==> src/core/vic_regs.vh <==
/*
  Register map, field layout, reset values and vector constants of the
  vectored interrupt controller.
  Assumes inclusion by bare name from the core/ design files.
*/
// Functional notes
// - Maskable requests are serviced only while the global mask bit is clear.
// - After reset all interrupts are disabled and the global mask is set.
// - Core finishes instruction, stacks context, sets mask, loads PC from vector.
// - Handler return restores context, clearing the global mask bit.
// - Fixed priority: reset, trap, then vectors 0 to 13 ascending.
// - Two-byte vectors descend from FFFEh; vectors 0, 6, 12, 13 unused.
// - Vector 1 time base or clock guard; 2-5 pin groups; 7-11 peripherals.
// - Any interrupt request wakes the processor from WAIT.
// - Only reset, pin groups and vector 1 wake from halt states.
// - Vector 1 wakes from active-halt only; pin groups wake both halts.
// - Software trap is taken regardless of the global mask bit.
// - Edge-triggered pin requests are latched, cleared on entering their routine.
// - Software selects trigger sensitivity of each pin group.
// - Enabled pins of one group are NANDed before edge or level detection.
// - Peripheral flag requests only when enabled and mask clear, else pending.
// - The clearing sequence discards the pending latch, even if not enabled.
// - Clock guard request raised only when enabled and activation detected.
`ifndef VIC_REGS_VH
`define VIC_REGS_VH

// ****************************************
// Register byte offsets
// ****************************************
`define VIC_CTRL_OFS    12'h000
`define VIC_SENS_OFS    12'h004
`define VIC_PINEN_OFS   12'h008
`define VIC_SRCEN_OFS   12'h00c
`define VIC_PEND_OFS    12'h010
`define VIC_STAT_OFS    12'h014

// ****************************************
// Reset values
// ****************************************
`define VIC_MASK_RST    1'b1
`define VIC_SENS_RST    8'h00
`define VIC_PINEN_RST   32'h00000000
`define VIC_SRCEN_RST   7'h00

// ****************************************
// Sensitivity codes, two bits per group
// ****************************************
`define VIC_SENS_LOW    2'h0
`define VIC_SENS_RISE   2'h1
`define VIC_SENS_FALL   2'h2
`define VIC_SENS_BOTH   2'h3

// ****************************************
// Vector addresses
// ****************************************
`define VIC_RESET_VEC   16'hfffe
`define VIC_TRAP_VEC    16'hfffc
`define VIC_VEC0_ADDR   16'hfffa

`endif

==> src/core/vic_top.v <==
/*
  Vectored interrupt controller: pin group detection, peripheral pending
  latches, fixed priority, vector hand-over and wake-up, with an APB slave.
  Assumes all core and peripheral strobes run on pclk; pins are asynchronous.
*/
`timescale 1ns/1ps
`include "vic_regs.vh"

module vic_top (
  input  wire        pclk,
  input  wire        presetn,
  input  wire        psel,
  input  wire        penable,
  input  wire        pwrite,
  input  wire [11:0] paddr,
  input  wire [31:0] pwdata,
  output reg  [31:0] prdata,
  output reg         pready,
  output reg         pslverr,
  input  wire [31:0] ext_pins,
  input  wire        tb_evt,
  input  wire        guard_evt,
  input  wire [4:0]  periph_evt,
  input  wire [4:0]  periph_clr,
  input  wire        core_boundary,
  input  wire        core_trap,
  input  wire        core_ack,
  input  wire        core_handler_return_instruction,
  input  wire        core_wait,
  input  wire        core_halt,
  input  wire        core_ahalt,
  output reg         irq_req_r,
  output reg  [15:0] vec_addr_r,
  output reg  [3:0]  vec_num_r,
  output reg         trap_sel_r,
  output reg         gmask_r,
  output reg         wake_r
);

  // ****************************************
  // Registers and nets
  // ****************************************
  reg  [31:0] pin_s1_r;
  reg  [31:0] pin_s2_r;
  reg  [7:0]  sens_r;
  reg  [31:0] pin_en_r;
  reg  [6:0]  src_en_r;
  reg  [6:0]  pend_r;
  reg  [3:0]  grp_prev_r;
  reg  [3:0]  ext_lat_r;
  reg         trap_pend_r;
  reg  [31:0] rd_data;
  reg         hit;
  wire [3:0]  grp_lvl;
  wire [3:0]  ext_req;
  wire [6:0]  src_set;
  wire [6:0]  src_req;
  wire [13:0] req;
  wire        vec1_req;
  wire        any_mask;
  wire [3:0]  pick;
  wire        acc;
  wire        wr_en;
  wire        entry;

  assign acc   = psel & penable & ~pready;
  assign wr_en = psel & penable & pready & pwrite;
  assign entry = core_ack & irq_req_r;

  // ****************************************
  // Pin synchroniser
  // ****************************************
  always @(posedge pclk or negedge presetn) begin
    if (!presetn) begin
      pin_s1_r <= 32'h00000000;
      pin_s2_r <= 32'h00000000;
    end else begin
      pin_s1_r <= ext_pins;
      pin_s2_r <= pin_s1_r;
    end
  end

  // ****************************************
  // Pin groups, vectors 2 to 5
  // ****************************************
  genvar g;
  generate
    for (g = 0; g < 4; g = g + 1) begin : grp
      wire [7:0] p   = pin_s2_r[g*8 +: 8];
      wire [7:0] en  = pin_en_r[g*8 +: 8];
      wire [1:0] sm  = sens_r[g*2 +: 2];
      wire       on  = |en;
      wire       rise = grp_lvl[g] & ~grp_prev_r[g];
      wire       fall = ~grp_lvl[g] & grp_prev_r[g];
      wire       edg;
      // Unused pins forced high so only enabled pins reach the NAND
      assign grp_lvl[g] = on & ~&(p | ~en);
      assign edg = ((sm == `VIC_SENS_RISE) & rise) |
                   ((sm == `VIC_SENS_FALL) & fall) |
                   ((sm == `VIC_SENS_BOTH) & (rise | fall));
      assign ext_req[g] = (sm == `VIC_SENS_LOW) ? (on & ~grp_lvl[g]) : ext_lat_r[g];
      always @(posedge pclk or negedge presetn) begin
        if (!presetn) begin
          grp_prev_r[g] <= 1'b0;
          ext_lat_r[g]  <= 1'b0;
        end else begin
          grp_prev_r[g] <= grp_lvl[g];
          // New edge beats the clear on entry
          if (edg)
            ext_lat_r[g] <= 1'b1;
          else if (entry & ~trap_sel_r & (vec_num_r == g + 2))
            ext_lat_r[g] <= 1'b0;
        end
      end
    end
  endgenerate

  // ****************************************
  // Peripheral pending latches
  // ****************************************
  // Bit 0 time base, bit 1 clock guard, bits 2 to 6 vectors 7 to 11
  assign src_set = {periph_evt, guard_evt & src_en_r[1], tb_evt};

  genvar i;
  generate
    for (i = 0; i < 7; i = i + 1) begin : src
      wire sw_clr = wr_en & (paddr == `VIC_PEND_OFS) & ~pwdata[i];
      wire hw_clr = (i >= 2) ? periph_clr[(i >= 2) ? i - 2 : 0] : 1'b0;
      always @(posedge pclk or negedge presetn) begin
        if (!presetn)
          pend_r[i] <= 1'b0;
        else if (src_set[i])
          pend_r[i] <= 1'b1;
        else if (sw_clr | hw_clr)
          pend_r[i] <= 1'b0;
      end
      assign src_req[i] = pend_r[i] & src_en_r[i];
    end
  endgenerate

  assign vec1_req = src_req[0] | src_req[1];
  // Unused vectors 0, 6, 12 and 13 are tied off
  assign req = {2'b00, src_req[6:2], 1'b0, ext_req, vec1_req, 1'b0};
  assign any_mask = (|req) & ~gmask_r;

  // ****************************************
  // Priority
  // ****************************************
  function [3:0] vic_pick;
    input [13:0] r;
    integer k;
    begin
      vic_pick = 4'h0;
      for (k = 13; k >= 0; k = k - 1) begin
        if (r[k])
          vic_pick = k[3:0];
      end
    end
  endfunction

  assign pick = vic_pick(req);

  // ****************************************
  // Vector hand-over to the core
  // ****************************************
  always @(posedge pclk or negedge presetn) begin
    if (!presetn) begin
      irq_req_r  <= 1'b0;
      vec_addr_r <= `VIC_RESET_VEC;
      vec_num_r  <= 4'h0;
      trap_sel_r <= 1'b0;
    end else if (entry) begin
      irq_req_r  <= 1'b0;
    end else if (core_boundary & ~irq_req_r) begin
      if (trap_pend_r) begin
        // Trap ignores the mask and outranks every vector
        irq_req_r  <= 1'b1;
        trap_sel_r <= 1'b1;
        vec_num_r  <= 4'h0;
        vec_addr_r <= `VIC_TRAP_VEC;
      end else if (any_mask) begin
        irq_req_r  <= 1'b1;
        trap_sel_r <= 1'b0;
        vec_num_r  <= pick;
        vec_addr_r <= `VIC_VEC0_ADDR - {11'h000, pick, 1'b0};
      end
    end
  end

  always @(posedge pclk or negedge presetn) begin
    if (!presetn)
      trap_pend_r <= 1'b0;
    else if (core_trap)
      trap_pend_r <= 1'b1;
    else if (entry & trap_sel_r)
      trap_pend_r <= 1'b0;
  end

  // ****************************************
  // Global mask bit
  // ****************************************
  always @(posedge pclk or negedge presetn) begin
    if (!presetn)
      gmask_r <= `VIC_MASK_RST;
    else if (entry)
      gmask_r <= 1'b1;
    else if (core_handler_return_instruction)
      gmask_r <= 1'b0;
    else if (wr_en & (paddr == `VIC_CTRL_OFS))
      gmask_r <= pwdata[0];
  end

  // ****************************************
  // Wake-up
  // ****************************************
  // Wake ignores the mask: the core clears it on sleep entry anyway
  always @(posedge pclk or negedge presetn) begin
    if (!presetn)
      wake_r <= 1'b0;
    else
      wake_r <= (core_wait & ((|req) | trap_pend_r)) |
                (core_halt & (|ext_req)) |
                (core_ahalt & ((|ext_req) | vec1_req));
  end

  // ****************************************
  // APB slave
  // ****************************************
  always @* begin
    hit     = 1'b1;
    rd_data = 32'h00000000;
    if (paddr == `VIC_CTRL_OFS)
      rd_data = {31'h00000000, gmask_r};
    else if (paddr == `VIC_SENS_OFS)
      rd_data = {24'h000000, sens_r};
    else if (paddr == `VIC_PINEN_OFS)
      rd_data = pin_en_r;
    else if (paddr == `VIC_SRCEN_OFS)
      rd_data = {25'h0000000, src_en_r};
    else if (paddr == `VIC_PEND_OFS)
      rd_data = {25'h0000000, pend_r};
    else if (paddr == `VIC_STAT_OFS)
      rd_data = {7'h00, trap_pend_r, irq_req_r, 3'h0, vec_num_r, 2'h0, req};
    else
      hit = 1'b0;
  end

  // One wait state: pready rises in the second access cycle
  always @(posedge pclk or negedge presetn) begin
    if (!presetn) begin
      pready  <= 1'b0;
      pslverr <= 1'b0;
      prdata  <= 32'h00000000;
    end else begin
      pready  <= acc;
      pslverr <= acc & ~hit;
      if (acc & ~pwrite)
        prdata <= rd_data;
    end
  end

  always @(posedge pclk or negedge presetn) begin
    if (!presetn) begin
      sens_r   <= `VIC_SENS_RST;
      pin_en_r <= `VIC_PINEN_RST;
      src_en_r <= `VIC_SRCEN_RST;
    end else if (wr_en) begin
      if (paddr == `VIC_SENS_OFS)
        sens_r <= pwdata[7:0];
      else if (paddr == `VIC_PINEN_OFS)
        pin_en_r <= pwdata;
      else if (paddr == `VIC_SRCEN_OFS)
        src_en_r <= pwdata[6:0];
    end
  end

endmodule

==> config.mk <==
export PLATFORM = sky130hd
export DESIGN_NAME = vic_top
export DESIGN_NICKNAME = d
export VERILOG_FILES = /design/src/core/vic_top.v
export VERILOG_INCLUDE_DIRS = /design/src /design/src/core
export SDC_FILE = /design/constraint.sdc
export NUM_CORES = 1
export LEC_CHECK = 0
export BUFFER_PORTS_ARGS = -buffer_cell sky130_fd_sc_hd__buf_2
export CAP_MARGIN = 20
export CORE_UTILIZATION = 45
export CTS_BUF_LIST = sky130_fd_sc_hd__clkbuf_16
export DETAILED_ROUTE_END_ITERATION = 8
export PLACE_DENSITY = 0.71
export SKIP_LAST_GASP = 1
export SLEW_MARGIN = 10
export SYNTH_ARGS = -nofsm -noshare
export SYNTH_HDL_FRONTEND = slang
export SYNTH_SLANG_ARGS = --single-unit
==> constraint.sdc <==
create_clock -name pclk -period 2.08 [get_ports pclk]
set_input_delay 0.416 -clock pclk [delete_from_list [all_inputs] [get_ports pclk]]
set_output_delay 0.416 -clock pclk [all_outputs]
set_load 0.02 [all_outputs]
==> run_results.csv <==
group,metric,value,unit
power_and_ir_drop,p_sw,1.77,mW
yosys,syn_area,7140,µm²
timing,worst_hold_slack,90.8,ps
min_path,hold_class,"in -> reg",
layout,area_growth,32.9,%
worst_setup_path,worstReg2RegEnd,"vec_addr_r[4]$_DFFE_PN1P_",
layout,fin_nets,924,
global_route,gr-total-overflow,0,
die,io_pins,158,
global_route,antenna_found_initial,0,
power_and_ir_drop,switching_share,23.9,%
worst_setup_path,cp-start-kind,"flop",
power_and_ir_drop,max-vdd-ir-drop,618,µV
detailed_routing,wire_per_inst,17.6,µm
die,die_w,128,µm
status,status,"finished, violations left",
yosys,ys_seq_elements,174,
min_path,hold_end,"pin_s1_r[12]$_DFF_PN0_",
clock_network,clk_pin_slew,70,ps
detailed_routing,drt-total-wl,18300,µm
timing,fin_ws,-146,ps
timing,fmax,449,MHz
timing,finalHoldViolCount,0,
layout,diodes,0,
yosys,seq_area_frac_synth,61.1,%
global_route,grt_pass1_vias,5635,
flow_run,drv_cap,0,
yosys,ys_types,62,
yosys,synth_enable_flop_cells,0,
clock_network,clockBufferDepth,2,
global_route,track_usage,23.7,%
die,design.core.area,15300,µm²
layout,drive_gt1_share,40.7,%
yosys,ys_warn_count,0,
clock_network,htreeDepth,4,
detailed_routing,via_per_inst,5.28,
timing,period_needed,2230,ps
timing,setup-tns-final,-644,ps
detailed_routing,drcViolationCount,0,
min_path,worstHoldStart,"ext_pins[12]",
power_and_ir_drop,pwr-share-seq,48.5,%
yosys,ys.flop_type,"dfrtp_1",
worst_setup_path,endpoint_kind,"flop",
power_and_ir_drop,power,7.42,mW
die,dieArea,16400,µm²
worst_setup_path,rr_worst_depth,11,
timing,final-setup-viol-count,10,
yosys,syn_inst,584,
worst_setup_path,r2r_start,"pin_en_r[10]$_DFFE_PN0P_",
yosys,ys_async_sr_fraction,100,%
timing,max-slew-margin-rel,57.6,%
global_route,grt_max_degree,70,
global_route,grt_pass1_wl,29200,µm
placement,io_buffers,146,
worst_setup_path,arrival,2580,ps
die,num_rows,45,
power_and_ir_drop,p_int,5.65,mW
worst_setup_path,cp_max_fo,3,
clock_network,numCtsBuffers,17,
clock_network,cts.sinks,174,
placement,post-dp-hpwl,13100,µm
power_and_ir_drop,power.density,782,nW/µm²
timing,period_share,107,%
timing,rsz0062_at_grt,"yes",
timing,final_max_slew_viol_count,0,
detailed_routing,first_pass_iters,5,
power_and_ir_drop,comb_power_share,8.2,%
placement,place_congestion,0.893,
status,violations,"negative setup slack",
clock_network,cts_tree,"done",
detailed_routing,ant_nets,0,
worst_setup_path,crit_type,"reg -> reg",
clock_network,root_buffer,"clkbuf_16",
die,initial_utilization,46.6,%
clock_network,insertion_delay,430,ps
power_and_ir_drop,p_clk_share,43.3,%
detailed_routing,drtIter0Drc,258,
yosys,avgSynthCellArea,12.2,µm²
worst_setup_path,required,2440,ps
die,die-height,128,µm
min_path,hold_path_depth,1,
detailed_routing,vias,5489,
worst_setup_path,reg2reg_slack,-150,ps
timing,clock_skew,7.00,ps
timing,max_slew.worst_pin.slew,630,ps
layout,fill_cells,1208,
power_and_ir_drop,p_leak,4.67,nW
[power by group through the flow]
stage,combinational (mW),clock (mW),sequential [mW]
after floorplan,0.233,0,3.68
after global placement,0.562,0,3.65
after detailed placement,0.575,0,3.66
after CTS,0.600,3.26,3.60
after global routing,0.669,3.43,3.61
final,0.607,3.22,3.60
[metrics by stage]
step                      cell area, µm²  setup slack (ps)  instances  util, %
after global routing                9480              -248       1039     61.9
after detailed placement            8630              -270        995     56.3
after CTS                           9350              -124       1033     61.0
after floorplan                     7180              2.88        593        -
final                               9480              -146       1039     61.9
after global placement              8630              -172        995     56.3
[what timing repair did]
| action | in CTS | in global routing |
|---|---|---|
| hold buffers | 1 | 0 |
| setup endpoints to repair | 11 | 14 |
| pin swaps | 5 | 12 |
| hold endpoints to repair | 43 | 0 |
| buffers inserted | 5 | 6 |
| gates resized for setup | 14 | 17 |
[cell usage in the layout (no fill, tap or decap), types with 3 or more instances in the layout]
cell type,count
conb_1,11
a221o_1,3
buf_6,4
a21boi_0,3
buf_12,4
bufinv_16,3
nand2_1,37
o211ai_1,5
nor2_1,23
a21oi_1,16
nor4_2,7
nor2b_1,13
inv_1,31
dfrtp_1,166
nor4_1,3
clkinvlp_4,3
mux2_2,37
a22o_1,19
nand4_1,5
dfstp_2,6
buf_2,145
inv_6,3
nor3_4,3
ha_1,9
or3_1,3
o2bb2ai_1,5
nand2b_1,24
o21ai_0,45
clkbuf_16,17
a31oi_1,4
nand3_1,11
nor3_1,8
clkinv_1,3
buf_4,77
a22oi_1,12
[metal layers]
layer,part of all wire (%),global-route usage [%],vias to the layer above
li1,-,-,2537
met5,0,0,-
met1,44,31.3,2728
met4,2.2,9.13,0
met2,49,38.6,193
met3,5.0,4.67,31
[flip-flops by register name, indices dropped and copies added, names as in the netlist]
name         count
trap_sel_r       1
ext_lat_r        4
prdata          32
vec_addr_r       5
gmask_r          1
trap_pend_r      1
wake_r           1
irq_req_r        1
pin_en_r        32
sens_r           8
pend_r           7
vec_num_r        4
pin_s1_r        32
grp_prev_r       4
pin_s2_r        32
pslverr          1
pready           1
src_en_r         7
[cell type report]
| cell class | instances | area [µm²] | area share [%] |
|---|---|---|---|
| Timing Repair Buffer | 231 | 1440 | 15.2 |
| Inverter | 30 | 113 | 1.19 |
| Tap cell | 211 | 264 | 2.78 |
| Clock inverter | 15 | 171 | 1.81 |
| Clock buffer | 17 | 425 | 4.49 |
| Multi-Input combinational cell | 361 | 2710 | 28.5 |
| Sequential cell | 174 | 4360 | 46.0 |
[cell families after synthesis]
family                   after synthesis  synth area share, %
other                                  2                0.105
AND/OR/NAND/NOR                      151                 11.5
multiplexers                          42                 6.70
flip-flops                           174                 61.1
adder cells (fa/ha/maj)                9                 1.58
AO/OA/AOI/OAI                        148                 15.2
buffers and inverters                 58                 3.80
[worst max-delay path: stages (launching register included)]
cell,delay (ps)
dfrtp_1,410
nor2b_1,170
a2111oi_4,370
a31oi_2,170
buf_4,170
nand3_1,100
nor2_1,60
ha_1,190
nor2_1,90
nand3_1,100
o32ai_2,240
nor3_1,70
[worst max path at each step]
stage / start / end / slack (ps) / depth (start not counted)
floorplan: pin_en_r[9]$_DFFE_PN0P_ / vec_addr_r[4]$_DFFE_PN1P_ / 3 / 11
global placement: pin_en_r[20]$_DFFE_PN0P_ / vec_addr_r[4]$_DFFE_PN1P_ / -170 / 11
detailed placement: pin_en_r[24]$_DFFE_PN0P_ / vec_addr_r[4]$_DFFE_PN1P_ / -270 / 11
CTS: pin_en_r[23]$_DFFE_PN0P_ / vec_addr_r[4]$_DFFE_PN1P_ / -120 / 11
global route: pin_en_r[18]$_DFFE_PN0P_ / vec_addr_r[4]$_DFFE_PN1P_ / -250 / 11
finish: pin_en_r[10]$_DFFE_PN0P_ / vec_addr_r[4]$_DFFE_PN1P_ / -150 / 11
[cells in the mapped netlist (3+ instances only)]
cell | count | share of area, %
dfrtp_1 | 168 | 59
o21ai_0 | 46 | 3.2
mux2_2 | 37 | 5.8
nand2_1 | 37 | 1.9
inv_1 | 29 | 1.5
nand2b_1 | 24 | 2.1
nor2_1 | 24 | 1.3
a22o_1 | 19 | 2.3
a21oi_1 | 16 | 1.1
nor2b_1 | 13 | 1.1
a22oi_1 | 12 | 1.3
clkbuf_1 | 12 | 0.63
buf_4 | 11 | 1.2
nand3_1 | 11 | 0.77
nor4_1 | 10 | 0.88
ha_1 | 9 | 1.6
nor3_1 | 8 | 0.56
dfstp_2 | 6 | 2.2
nand4_1 | 5 | 0.44
o211ai_1 | 5 | 0.53
o2bb2ai_1 | 5 | 0.61
a31oi_1 | 4 | 0.35
buf_2 | 4 | 0.28
nor3_2 | 4 | 0.56
o2111ai_1 | 4 | 0.49
a21boi_0 | 3 | 0.32
a221o_1 | 3 | 0.42
and2_1 | 3 | 0.26
o31ai_1 | 3 | 0.32
or3_1 | 3 | 0.26
Power figures use the tool's default switching activity.
